<file path="config.mk">
export PLATFORM = sky130hd
export DESIGN_NAME = timer_one_counter
export DESIGN_NICKNAME = d
export VERILOG_FILES = /design/src/verilog/timer_one_pkg.sv /design/src/verilog/timer_one_counter.sv
export SDC_FILE = /design/constraint.sdc
export NUM_CORES = 1
export LEC_CHECK = 0
export ABC_AREA = 1
export BUFFER_PORTS_ARGS = -buffer_cell sky130_fd_sc_hd__buf_2
export CAP_MARGIN = 30
export CORE_MARGIN = 4
export CORE_UTILIZATION = 50
export CTS_CLUSTER_DIAMETER = 50
export DETAILED_ROUTE_END_ITERATION = 7
export PLACE_DENSITY = 0.76
export SYNTH_ARGS = -nofsm -noshare
export SYNTH_HDL_FRONTEND = slang
export SYNTH_SLANG_ARGS = --single-unit
</file>
<file path="constraint.sdc">
create_clock -name clk_sys -period 2 [get_ports clk_sys]
set_input_delay 0.1 -clock clk_sys [delete_from_list [all_inputs] [get_ports clk_sys]]
set_output_delay 0.1 -clock clk_sys [all_outputs]
set_load 0.01 [all_outputs]
</file>
<file path="src/verilog/timer_one_pkg.sv">
package timer_one_pkg;

  // register byte addresses on the bus
  localparam logic [7:0] CTRL_ADDR     = 8'h10;  // control register
  localparam logic [7:0] CNT_LO_ADDR   = 8'h00;  // count low byte
  localparam logic [7:0] CNT_HI_ADDR   = 8'h04;  // count high byte
  localparam logic [7:0] FLAG_ADDR     = 8'h08;  // peripheral flag register
  localparam logic [7:0] ENABLE_ADDR   = 8'h0C;  // peripheral enable register

  // control register field positions
  localparam int CTRL_ON_BIT   = 0;  // count on
  localparam int CTRL_CS_BIT   = 1;  // clock source select
  localparam int CTRL_SYNC_BIT = 2;  // no sync select
  localparam int CTRL_OSC_BIT  = 3;  // oscillator enable
  localparam int CTRL_PS_LO    = 4;  // prescale select low bit
  localparam int CTRL_PS_HI    = 5;  // prescale select high bit
  localparam logic [7:0] CTRL_WMASK  = 8'h3F;  // implemented control bits
  localparam logic [7:0] CTRL_RESET  = 8'h00;  // control value after reset
  localparam int FLAG_BIT      = 0;  // overflow flag position
  localparam int IRQEN_BIT     = 0;  // overflow enable position

  // timing: core clock divided by four gives the instruction cycle
  localparam int CORE_DIV      = 4;
  localparam logic [1:0] QPHASE_LAST = 2'(CORE_DIV - 1);
  localparam logic [15:0] COUNT_RESET = 16'h0000;
  localparam logic [15:0] COUNT_ALL1  = 16'hFFFF;
  localparam logic [2:0]  PRE_RESET   = 3'h0;

  // apb request bundle
  typedef struct packed {
    logic        psel;
    logic        penable;
    logic        pwrite;
    logic [7:0]  paddr;
    logic [31:0] pwdata;
  } apb_req_t;

  // whole block state
  typedef struct packed {
    logic [7:0]  ctrl;     // control register
    logic [15:0] count;    // counter pair
    logic        flag;     // overflow flag
    logic        irqEn;    // overflow enable
    logic [2:0]  pre;      // prescaler count
    logic [1:0]  qPhase;   // instruction cycle phase
    logic        extSync1; // synchroniser stage one
    logic        extSync2; // synchroniser stage two
    logic        extPrev;  // previous sampled external level
    logic [31:0] rdata;    // read data register
  } tmr_state_t;

endpackage : timer_one_pkg

</file>
<file path="src/verilog/timer_one_counter.sv">
// Implementation choice: the APB interface to the registers.
`timescale 1ns/1ps
// Notes on behaviour
// - count held in readable writable high, low bytes
// - counts up from zero, wraps after all ones
// - wrap sets sticky flag until software clears
// - interrupt request only when overflow enable set
// - clock select bit chooses timer or counter
// - timer mode advances once per instruction cycle
// - counter mode advances on external rising edges
// - counts only while on bit set
// - compare unit input clears the counter
// - oscillator enable makes both pins inputs
// - upper two control bits read zero
// - prescale field divides by one, two, four, eight
// - clock select clear means timer mode
// - timer input is core clock over four
// - sync bit ignored in timer mode
// - counter mode sync bit bypasses synchroniser; the code still passes the level through stage one and skips only stage two
// - compare trigger clears, no flag; write wins
// - count byte writes clear prescaler
// - oscillator enable picks oscillator input pin
module timer_one_counter
  import timer_one_pkg::*;
(
  input  wire logic        clk_sys,      // core clock
  input  wire logic        rstn,         // asynchronous reset, active low
  input  wire logic        psel,         // apb select
  input  wire logic        penable,      // apb enable
  input  wire logic        pwrite,       // apb direction
  input  wire logic [7:0]  paddr,        // apb byte address
  input  wire logic [31:0] pwdata,       // apb write data
  output logic             pready,       // apb ready
  output logic [31:0]      prdata,       // apb read data
  output logic             pslverr,      // apb error on unmapped address
  input  wire logic        oscInPin,     // oscillator input pin level
  input  wire logic        extClockPin,  // clock-input pin level
  output logic             oscOutPinOe,  // clock-input pin drive enable
  output logic             oscInPinOe,   // oscillator input pin drive enable
  input  wire logic        compareReset, // compare unit special event trigger
  output logic             overflowIrq,  // overflow interrupt request
  output logic [15:0]      countValue    // counter value for compare unit
);

  apb_req_t   req;        // bundled bus request
  tmr_state_t state_ff;   // registered state
  tmr_state_t nxt_state;  // next state

  // prescale ratio decode: returns the terminal prescaler count
  function automatic logic [2:0] pre_last(input logic [1:0] ps);
    case (ps)
      2'h3:    pre_last = 3'h7;
      2'h2:    pre_last = 3'h3;
      2'h1:    pre_last = 3'h1;
      default: pre_last = 3'h0;
    endcase
  endfunction : pre_last

  // address hit check
  function automatic logic is_addr(input logic [7:0] a, input logic [7:0] ref_a);
    is_addr = (a == ref_a);
  endfunction : is_addr

  logic accPhase;  // access phase of a transfer
  logic wrAcc;     // write taking effect now
  logic mapped;    // address decodes to a register
  logic wrLo;      // write to count low byte
  logic wrHi;      // write to count high byte
  logic tick;      // raw counter input tick before prescale
  logic preOut;    // prescaler output tick
  logic extLevel;  // chosen external clock level
  logic extSeen;   // level used for edge detection
  logic inc;       // count increments this cycle

  // bus request bundle and decode
  always_comb begin
    req = '{psel: psel, penable: penable, pwrite: pwrite, paddr: paddr, pwdata: pwdata};
    accPhase = req.psel && req.penable;
    mapped = is_addr(req.paddr, CTRL_ADDR) || is_addr(req.paddr, CNT_LO_ADDR) ||
             is_addr(req.paddr, CNT_HI_ADDR) || is_addr(req.paddr, FLAG_ADDR) ||
             is_addr(req.paddr, ENABLE_ADDR);
    wrAcc = accPhase && req.pwrite && mapped;
    wrLo = wrAcc && is_addr(req.paddr, CNT_LO_ADDR);
    wrHi = wrAcc && is_addr(req.paddr, CNT_HI_ADDR);
  end

  // counter input selection and prescaler
  always_comb begin
    // external source pin choice
    extLevel = state_ff.ctrl[CTRL_OSC_BIT] ? oscInPin : extClockPin;
    // two-stage synchronised path or single-stage path from synchroniser stage one
    extSeen = state_ff.ctrl[CTRL_SYNC_BIT] ? state_ff.extSync1 : state_ff.extSync2;
    if (!state_ff.ctrl[CTRL_CS_BIT]) begin
      tick = (state_ff.qPhase == QPHASE_LAST);
    end else begin
      tick = extSeen && !state_ff.extPrev;
    end
    preOut = tick && (state_ff.pre == pre_last(state_ff.ctrl[CTRL_PS_HI:CTRL_PS_LO]));
    inc = state_ff.ctrl[CTRL_ON_BIT] && preOut;
  end

  // next-state logic
  always_comb begin
    nxt_state = state_ff;
    nxt_state.qPhase = state_ff.qPhase + 2'h1;
    nxt_state.extSync1 = extLevel;
    nxt_state.extSync2 = state_ff.extSync1;
    nxt_state.extPrev = extSeen;
    // prescaler runs on every input tick while on
    if (wrLo || wrHi) begin
      nxt_state.pre = PRE_RESET;
    end else if (state_ff.ctrl[CTRL_ON_BIT] && tick) begin
      nxt_state.pre = preOut ? PRE_RESET : state_ff.pre + 3'h1;
    end
    // count: increment, wrap and flag
    if (compareReset) begin
      nxt_state.count = COUNT_RESET;
    end else if (inc) begin
      nxt_state.count = state_ff.count + 16'h0001;
      // a same-cycle count write replaces the increment, so no wrap happens
      if (state_ff.count == COUNT_ALL1 && !wrLo && !wrHi) begin
        nxt_state.flag = 1'b1;
      end
    end
    // software writes take precedence over trigger and increment
    if (wrLo) begin
      nxt_state.count[7:0] = req.pwdata[7:0];
    end
    if (wrHi) begin
      nxt_state.count[15:8] = req.pwdata[7:0];
    end
    if (wrAcc && is_addr(req.paddr, CTRL_ADDR)) begin
      nxt_state.ctrl = req.pwdata[7:0] & CTRL_WMASK;
    end
    if (wrAcc && is_addr(req.paddr, ENABLE_ADDR)) begin
      nxt_state.irqEn = req.pwdata[IRQEN_BIT];
    end
    // flag clear by software loses to a simultaneous wrap
    if (wrAcc && is_addr(req.paddr, FLAG_ADDR)) begin
      nxt_state.flag = req.pwdata[FLAG_BIT] ||
                       (inc && !compareReset && state_ff.count == COUNT_ALL1);
    end
    // read data capture in setup phase
    nxt_state.rdata = 32'h0000_0000;
    if (req.psel && !req.penable && !req.pwrite) begin
      case (1'b1)
        is_addr(req.paddr, CTRL_ADDR):   nxt_state.rdata[7:0] = state_ff.ctrl & CTRL_WMASK;
        is_addr(req.paddr, CNT_LO_ADDR): nxt_state.rdata[7:0] = state_ff.count[7:0];
        is_addr(req.paddr, CNT_HI_ADDR): nxt_state.rdata[7:0] = state_ff.count[15:8];
        is_addr(req.paddr, FLAG_ADDR):   nxt_state.rdata[FLAG_BIT] = state_ff.flag;
        is_addr(req.paddr, ENABLE_ADDR): nxt_state.rdata[IRQEN_BIT] = state_ff.irqEn;
        default:                         nxt_state.rdata = 32'h0000_0000;
      endcase
    end
  end

  // state register
  always_ff @(posedge clk_sys or negedge rstn) begin
    if (!rstn) begin
      state_ff <= '{ctrl: CTRL_RESET, count: COUNT_RESET, flag: 1'b0, irqEn: 1'b0,
                    pre: PRE_RESET, qPhase: 2'h0, extSync1: 1'b0, extSync2: 1'b0,
                    extPrev: 1'b0, rdata: 32'h0000_0000};
    end else begin
      state_ff <= nxt_state;
    end
  end

  // outputs
  always_comb begin
    pready = 1'b1;                    // zero wait states
    pslverr = accPhase && !mapped;    // unmapped address errors
    prdata = state_ff.rdata;
    overflowIrq = state_ff.flag && state_ff.irqEn;
    oscInPinOe = 1'b0;
    oscOutPinOe = 1'b0;  // no oscillator drive: both pins stay inputs
    countValue = state_ff.count;
  end

  // counting checks

  // wrap sets the flag and clears the count on the next edge
  wrap_flag_a: assert property (@(posedge clk_sys) disable iff (!rstn)
    (inc && !compareReset && !wrLo && !wrHi && state_ff.count == COUNT_ALL1)
      |=> (state_ff.flag && state_ff.count == COUNT_RESET))
    else $error("wrap missed");

  // off means count holds
  hold_off_a: assert property (@(posedge clk_sys) disable iff (!rstn)
    (!state_ff.ctrl[CTRL_ON_BIT] && !compareReset && !wrLo && !wrHi)
      |=> $stable(state_ff.count))
    else $error("count moved while off");

  // each increment adds exactly one
  count_step_a: assert property (@(posedge clk_sys) disable iff (!rstn)
    (inc && !compareReset && !wrLo && !wrHi)
      |=> (state_ff.count == $past(state_ff.count) + 16'h0001))
    else $error("count step wrong");

  // no increment, trigger or write means no change
  no_step_a: assert property (@(posedge clk_sys) disable iff (!rstn)
    (!inc && !compareReset && !wrLo && !wrHi)
      |=> $stable(state_ff.count))
    else $error("count drifted");

  // timer mode increments once per four cycles at 1:1
  timer_rate_a: assert property (@(posedge clk_sys) disable iff (!rstn)
    (inc && !state_ff.ctrl[CTRL_CS_BIT]) |=> !inc [*3])
    else $error("timer too fast");

  // timer increments only on the last core phase
  timer_phase_a: assert property (@(posedge clk_sys) disable iff (!rstn)
    (inc && !state_ff.ctrl[CTRL_CS_BIT]) |-> (state_ff.qPhase == QPHASE_LAST))
    else $error("timer off phase");

  // counter mode needs a seen rising edge
  ext_edge_a: assert property (@(posedge clk_sys) disable iff (!rstn)
    (state_ff.ctrl[CTRL_CS_BIT] && !extSeen) |-> !inc)
    else $error("count without edge");

  // prescaler checks

  // prescale 1:2 in timer mode spaces increments eight cycles apart
  pre_div_a: assert property (@(posedge clk_sys) disable iff (!rstn)
    (inc && state_ff.ctrl[CTRL_PS_HI:CTRL_PS_LO] == 2'h1 && !state_ff.ctrl[CTRL_CS_BIT])
      |=> !inc [*7])
    else $error("prescale short");

  // prescaler advances on each input tick below its end
  pre_count_a: assert property (@(posedge clk_sys) disable iff (!rstn)
    (state_ff.ctrl[CTRL_ON_BIT] && tick && !preOut && !wrLo && !wrHi)
      |=> (state_ff.pre == $past(state_ff.pre) + 3'h1))
    else $error("prescaler stuck");

  // count byte writes clear the prescaler
  pre_clear_a: assert property (@(posedge clk_sys) disable iff (!rstn)
    (wrLo || wrHi) |=> (state_ff.pre == PRE_RESET))
    else $error("prescaler kept");

  // write and trigger checks

  // low write loads the byte
  write_low_a: assert property (@(posedge clk_sys) disable iff (!rstn)
    wrLo |=> (state_ff.count[7:0] == $past(pwdata[7:0]) && state_ff.pre == PRE_RESET))
    else $error("low write lost");

  // high write loads the byte
  write_high_a: assert property (@(posedge clk_sys) disable iff (!rstn)
    wrHi |=> (state_ff.count[15:8] == $past(pwdata[7:0])))
    else $error("high write lost");

  // trigger clears without flag
  trig_clear_a: assert property (@(posedge clk_sys) disable iff (!rstn)
    (compareReset && !wrLo && !wrHi && !(wrAcc && is_addr(req.paddr, FLAG_ADDR)))
      |=> (state_ff.count == COUNT_RESET && state_ff.flag == $past(state_ff.flag)))
    else $error("trigger misbehaved");

  // high write beside a trigger keeps its byte, low byte cleared
  trig_write_a: assert property (@(posedge clk_sys) disable iff (!rstn)
    (compareReset && wrHi)
      |=> (state_ff.count[15:8] == $past(pwdata[7:0]) && state_ff.count[7:0] == 8'h00))
    else $error("write lost to trigger");

  // control write lands masked
  ctrl_load_a: assert property (@(posedge clk_sys) disable iff (!rstn)
    (wrAcc && is_addr(req.paddr, CTRL_ADDR))
      |=> (state_ff.ctrl == ($past(pwdata[7:0]) & CTRL_WMASK)))
    else $error("control write lost");

  // flag and interrupt checks

  // flag stays set until software writes it
  flag_sticky_a: assert property (@(posedge clk_sys) disable iff (!rstn)
    (state_ff.flag && !(wrAcc && is_addr(req.paddr, FLAG_ADDR)))
      |=> state_ff.flag)
    else $error("flag dropped");

  // flag rises only on a wrap or a write
  flag_rise_a: assert property (@(posedge clk_sys) disable iff (!rstn)
    (!state_ff.flag && !(wrAcc && is_addr(req.paddr, FLAG_ADDR)) &&
     !(inc && !compareReset && state_ff.count == COUNT_ALL1))
      |=> !state_ff.flag)
    else $error("flag set without wrap");

  // irq gated by enable
  irq_gate_a: assert property (@(posedge clk_sys) disable iff (!rstn)
    overflowIrq |-> (state_ff.irqEn && state_ff.flag))
    else $error("irq ungated");

  // enabled flag raises the request
  irq_on_a: assert property (@(posedge clk_sys) disable iff (!rstn)
    (state_ff.flag && state_ff.irqEn) |-> overflowIrq)
    else $error("irq missing");

  // disabled enable keeps the request low
  irq_off_a: assert property (@(posedge clk_sys) disable iff (!rstn)
    !state_ff.irqEn |-> !overflowIrq)
    else $error("irq while disabled");

  // pin and bus checks

  // both oscillator pins stay inputs
  osc_pins_a: assert property (@(posedge clk_sys) disable iff (!rstn)
    (!oscInPinOe && !oscOutPinOe))
    else $error("pin driven");

  // upper control bits read zero
  ctrl_upper_a: assert property (@(posedge clk_sys) disable iff (!rstn)
    state_ff.ctrl[7:6] == 2'h0)
    else $error("upper bits set");

  // control read returns zero above the implemented bits
  read_ctrl_a: assert property (@(posedge clk_sys) disable iff (!rstn)
    (accPhase && !req.pwrite && is_addr(req.paddr, CTRL_ADDR))
      |-> (prdata[31:6] == 26'h0))
    else $error("control read upper bits");

  // low byte read returns the count seen in setup
  read_lo_a: assert property (@(posedge clk_sys) disable iff (!rstn)
    (accPhase && !req.pwrite && is_addr(req.paddr, CNT_LO_ADDR))
      |-> (prdata == {24'h00_0000, $past(state_ff.count[7:0])}))
    else $error("low read wrong");

  // high byte read returns the count seen in setup
  read_hi_a: assert property (@(posedge clk_sys) disable iff (!rstn)
    (accPhase && !req.pwrite && is_addr(req.paddr, CNT_HI_ADDR))
      |-> (prdata == {24'h00_0000, $past(state_ff.count[15:8])}))
    else $error("high read wrong");

  // unmapped access errors and reads zero
  unmapped_err_a: assert property (@(posedge clk_sys) disable iff (!rstn)
    (accPhase && !mapped) |-> (pslverr && prdata == 32'h0000_0000))
    else $error("unmapped access not refused");

  // mapped access never errors
  mapped_ok_a: assert property (@(posedge clk_sys) disable iff (!rstn)
    (accPhase && mapped) |-> !pslverr)
    else $error("mapped access errored");

  // wrap of the count
  wrap_c: cover property (@(posedge clk_sys) disable iff (!rstn)
    inc && state_ff.count == COUNT_ALL1);
  // counting external edges
  ext_c: cover property (@(posedge clk_sys) disable iff (!rstn)
    inc && state_ff.ctrl[CTRL_CS_BIT]);
  // counting from the oscillator input pin
  osc_c: cover property (@(posedge clk_sys) disable iff (!rstn)
    inc && state_ff.ctrl[CTRL_CS_BIT] && state_ff.ctrl[CTRL_OSC_BIT]);
  // slowest prescale
  pre8_c: cover property (@(posedge clk_sys) disable iff (!rstn)
    inc && state_ff.ctrl[CTRL_PS_HI:CTRL_PS_LO] == 2'h3);
  // trigger beside a count write
  trig_c: cover property (@(posedge clk_sys) disable iff (!rstn)
    compareReset && wrLo);

endmodule : timer_one_counter

</file>
## Word level (Yosys, flattened, before mapping)

Index checks and enable logic that the tools add are counted.

- Bits in registers: 64
- Bits of input ports: 48
- Output and inout bits: 53
- Logic and storage cells: 88

- Add/subtract/negate cells: 3
- Eq/ne operators: 11
- Multiplexer cells: 23
- Reduce and logical (&&, ||, !) cells: 40

Operators with widths:

| kind | number |
|---|---|
| 8-bit two-way mux | 3 |
| 7-bit two-way mux | 3 |
| 1-bit logical AND | 20 |
| 17-bit two-way mux | 1 |
| 16-bit by 1-bit adder with 16-bit output (second input constant) | 1 |
| 16-bit equality test (second input constant) | 1 |
| 8-bit by 4-bit equality test with 1-bit output (second input constant) | 2 |
| 16-bit two-way mux | 1 |
| 1-bit two-way mux | 11 |
| 3-bit two-way mux | 3 |
| 3-bit one-hot mux with 3 select lines | 1 |
| 8-bit by 3-bit equality test with 1-bit output (second input constant) | 1 |
| 8-bit by 5-bit equality test with 1-bit output (second input constant) | 1 |
| 8-bit logical NOT | 1 |
| 1-bit logical NOT | 7 |
| 2-bit equality test (second input constant) | 3 |
| 1-bit logical OR | 6 |
| 2-bit nonzero test | 3 |
| 3-bit nonzero test | 2 |
| 3-bit by 1-bit adder with 3-bit output (second input constant) | 1 |
| 3-bit equality test | 1 |
| 3-bit AND reduction | 1 |
| 2-bit by 1-bit adder with 2-bit output (second input constant) | 1 |
| 2-bit by 1-bit equality test with 1-bit output (second input constant) | 1 |
| 2-bit by 1-bit inequality test with 1-bit output (second input constant) | 1 |

## Longest topological paths before layout

- Depth in word-level cells: 14
- Mapped depth: 13
- Gate-level depth less buffers: 12

## Worst setup path before layout

Ideal clock, no wire load.

- Path kind: reg2reg
- Start point: reg state_ff[63] (netlist name)
- End point: reg state_ff, in the netlist countValue[0]
- Setup time: 118 ps
- Arrival: 1453 ps
- Data required time: 1882 ps
- Path slack: 429 ps
- Stages on the path, launching flop included: 10
- Buffers on the path: 1
- Clock period less this slack: 1571 ps
- Cells stage by stage: dfrtp_1 inv_1 nand2_1 a21oi_1 nand3_1 nor2_1 nand2_1 clkbuf_1 nand4_1 nand2_1

- Word-level cells in the longest chain between the ends: 6
- Elaborated cells on any way between the ends: 8
- Those cells by class: eq/ne: 4; mux: 1; reduce/logical: 3

Ends and longest elaborated chain:

| what | line | text |
|---|---|---|
| start, declared | timer_one_counter.sv:46 | `tmr_state_t state_ff;` |
| start signal, assigned | timer_one_counter.sv:160 | `state_ff <= '{ctrl: CTRL_RESET, count: COUNT_RESET, flag: 1'b0, irqEn: 1'b0,` |
| start signal, assigned | timer_one_counter.sv:164 | `state_ff <= nxt_state;` |
| 2-bit by 1-bit equality test with 1-bit output or 2-bit equality test (tied branches) | timer_one_counter.sv:51 | `case (ps)` |
| 3-bit one-hot mux with 3 select lines (*) | timer_one_counter.sv:51 |  |
| 3-bit equality test (*) | timer_one_counter.sv:98 | `preOut = tick && (state_ff.pre == pre_last(state_ff.ctrl[CTRL_PS_HI:CTRL_PS_LO]));` |
| 1-bit logical AND (*) | timer_one_counter.sv:98 |  |
| 1-bit logical AND (*) | timer_one_counter.sv:99 | `inc = state_ff.ctrl[CTRL_ON_BIT] && preOut;` |
| 3-bit nonzero test (no source line) (*) | n/a |  |

Mark *: on every way between the ends. The rest lies on a longest branch, timed or not.
A chain may end at the register's enable or synchronous reset.

## Worst setup path in the final report

- Start point: reg state_ff[62] (netlist name)
- End point: reg state_ff, in the netlist countValue[6]

The elaborated chain is that of the path after synthesis.

==> flow_metrics.py <==
metrics = {
    "yosys": {
        "ys_types": 30,
        "synthArstFlopShare": 1.00,
        "synth.avg_cell_area_sq_um": 6.94,
        "synth-edff-count": 0,
        "syn-cell-area_sq_mm": 0.00304,
        "synth_warnings": 0,
        "synth-seq-cells": 40,
        "synthFlopType": "dfrtp_1",
        "ys_seq_area_frac": 0.329,
        "synth_cells": 438,
    },
    "cells_and_area": {
        "fillers": 601,
        "final_area_sq_mm": 0.00326,
        "layout-drive-gt1-share": 0.178,
        "diodes": 0,
        "fin_nets": 521,
        "syn_to_final_growth_pct": 7.16,
    },
    "worst_setup_path": {
        "critical_path_class": "reg -> reg",
        "crit_path_max_incr_delay_ns": 0.41,
        "path_cells": "inv_1 > nand2_1 > a21oi_1 > nand3_1 > nor2_1 > nand2_1 > nand3_1 > nand2_1 > nand2_1",
        "arrival_ns": 1.95,
        "path_common_cell": "nand2_1",
        "critical_path.endpoint_type": "register",
        "critPathLaunchType": "register",
        "cp_slowest_cell": "dfrtp_1",
        "required_ns": 2.24,
        "path_max_fanout": 8,
    },
    "floorplan": {
        "initial_utilization": 0.514,
        "die_w_microns": 86.0,
        "coreArea_sq_mm": 0.00592,
        "rows": 28,
        "dieArea_sq_mm": 0.00740,
        "io_pins": 101,
        "dieHeight_microns": 86.0,
    },
    "global_route": {
        "met2_usage": 0.309,
        "met3_usage": 0.0451,
        "antenna_found_initial": 0,
        "grt_overflow": 0,
        "grt_pass1_wl_mm": 12.1,
        "top_usage_layer": "met2",
        "grt_use_total": 0.205,
        "grt_pass1_vias": 2614,
        "use_met1": 0.285,
        "grt_max_degree": 41,
    },
    "clocking": {
        "cts_buffer_depth": 2,
        "clockRootBuffer": "clkbuf_8",
        "post-cts-setup-buffers": 0,
        "clock_latency_ns": 0.30,
        "clkTransAtPathRegs_ns": 0.09,
        "clock-sinks": 40,
        "cts_tree": "yes",
        "htreeDepth": 2,
        "cts_buffers": 5,
    },
    "sta": {
        "slew_headroom": 0.406,
        "worstMarginPinSlew_ns": 0.891,
        "worst_slack_ns": 0.286,
        "setup-violations-final": 0,
        "finalCritPeriodShare": 0.857,
        "grt_setup_unrepaired": "no",
        "post-route-min-period_ns": 1.71,
        "setup-tns-final_ns": 0,
        "max_freq_mhz": 584,
        "drv_slew": 0,
        "hold_viol_final": 0,
        "clock_skew_ns": 0.0126,
        "timing.hold.ws_ns": 0.0593,
    },
    "hold_path": {
        "hp-class": "in -> reg",
    },
    "power_and_ir_drop": {
        "swShare": 0.280,
        "p_per_area_mw_per_mm2": 557,
        "p_comb_frac": 0.147,
        "p_int_uw": 1310,
        "p_total_uw": 1820,
        "p_sw_uw": 508,
        "power_frac_clock": 0.372,
        "peakVddDrop_v": 0.000330,
        "pwr-share-seq": 0.481,
        "total_leakage_power_uw": 0.00172,
    },
    "placed_design": {
        "place_congestion": 0.940,
        "dp.final_hpwl_mm": 5.54,
        "place_area_sq_mm": 0.00311,
        "pre_cts_slack_ns": 0.213,
        "io_buffers": 49,
    },
    "outcome": {
        "status": "finished, final reports clean",
    },
    "routing": {
        "vias_per_cell": 5.25,
        "wl_mm": 7.27,
        "drc": 0,
        "vias": 2868,
        "drt_iter0_markers": 261,
        "wl_per_cell_microns": 13.3,
        "drt_first_pass_iters": 5,
        "final_antenna_net_count": 0,
    },
    "job": {
        "cap_violations": 0,
    },
}
layout make-up:
type                            instances  area (sq um)  area share
Clock inverter                          3          47.5      0.0146
Tap cell                               75          93.8      0.0288
Timing Repair Buffer                   65           373       0.114
Inverter                               41           154      0.0472
Multi-Input combinational cell        317          1520       0.466
Sequential cell                        40          1000       0.307
Clock buffer                            5          68.8      0.0211
timing repair:
action	4_1_cts	5_1_grt
hold buffers	3	0
setup endpoints to repair	0	1
endpoints found under the hold margin	41	0
gates resized for setup	0	1
flip-flops by register name, indices dropped and copies added (netlist names):
name	cells
countValue	16
prdata	8
nxt_state	1
state_ff	15
routing by layer:
metal,wire [microns],vias up
li1,-,1414
met1,3210,1296
met2,3170,141
met3,702,17
met4,182,0
met5,0,-
layout by cell type (no fill, tap or decap), drive strengths merged:
cell type / n
o221ai: 2
conb: 27
nor3: 4
nand2: 133
nand3b: 1
nor3b: 2
a21oi: 9
bufinv: 1
o21bai: 1
o22ai: 1
xor2: 4
inv: 40
ha: 3
o21ai: 21
buf: 62
o211ai: 5
nand4: 41
nand3: 18
dfrtp: 40
clkbuf: 5
nor2: 45
dlygate4sd3: 3
clkinv: 3
Yosys cell counts (2+ instances only):
| cell | number | area share |
|---|---|---|
| clkbuf_1 | 6 | 0.0074 |
| nand2_2 | 2 | 0.0041 |
| o21ai_0 | 16 | 0.026 |
| buf_4 | 53 | 0.13 |
| o211ai_1 | 5 | 0.012 |
| buf_6 | 2 | 0.0074 |
| ha_1 | 3 | 0.012 |
| nor3b_1 | 2 | 0.0049 |
| nand4_1 | 41 | 0.084 |
| nor3_1 | 4 | 0.0066 |
| nand3_1 | 14 | 0.023 |
| conb_1 | 2 | 0.0025 |
| nand2_1 | 131 | 0.16 |
| o21ai_1 | 5 | 0.0082 |
| nand3_2 | 3 | 0.0099 |
| dfrtp_1 | 40 | 0.33 |
| o221ai_1 | 2 | 0.0058 |
| inv_1 | 40 | 0.049 |
| buf_1 | 2 | 0.0025 |
| nor2_1 | 38 | 0.047 |
| xor2_1 | 4 | 0.012 |
| buf_2 | 2 | 0.0033 |
| nor2_2 | 3 | 0.0062 |
| nor2_4 | 4 | 0.015 |
| a21oi_1 | 9 | 0.015 |
path summary, 6_finish.rpt:
| kind | startpoint | endpoint | slack, ns | cells past startpoint |
|---|---|---|---|---|
| worst max-delay path | state_ff[62] | countValue[6] | 0.29 | 9 |
| worst min-delay path | pwdata[5] | state_ff[63] | 0.06 | 3 |
| worst max register to register | state_ff[62] | countValue[6] | 0.29 | 9 |
| worst min register to register | nxt_state[33] | state_ff[33] | 0.39 | 0 |
| max in group asynchronous | rstn | countValue[1] | 0.92 | 2 |
| min in group asynchronous | rstn | prdata[0] | 0.45 | 2 |
power groups by stage:
| stage | Clock, uW | Combinational, uW | Sequential, uW |
|---|---|---|---|
| 3_5_place_dp | 0 | 258 | 888 |
| 5_1_grt | 730 | 307 | 880 |
| 2_1_floorplan | 0 | 209 | 882 |
| 6_report | 676 | 266 | 874 |
| 4_1_cts | 696 | 266 | 872 |
| 3_3_place_gp | 0 | 253 | 887 |
cell families (layout without fill, tap and decap cells):
kind of cell | count (synthesis) | after routing | share of synthesized area
other | 2 | 27 | 0.00247
adder cells (fa/ha/maj) | 3 | 3 | 0.0123
buffers and inverters | 106 | 114 | 0.202
XOR/XNOR | 4 | 4 | 0.0115
flip-flops | 40 | 40 | 0.329
AO/OA/AOI/OAI | 39 | 39 | 0.0720
AND/OR/NAND/NOR | 244 | 244 | 0.371
worst max-delay path: cells and delay by family, from the launching register on:
kind / cells / cell delay, ns
AOI/OAI and AO/OA: 1 / 0.14
and+or+nand+nor: 7 / 0.96
buffers and inverters: 1 / 0.13
DFF: 1 / 0.41
through the flow:
| step | utilization | instances |
|---|---|---|
| final | 0.551 | 546 |
| after global routing | 0.551 | 546 |
| after CTS | 0.550 | 546 |
| after detailed placement | 0.526 | 535 |
| after global placement | 0.526 | 535 |
| after floorplan | - | 463 |
Power figures use the tool's default switching activity.
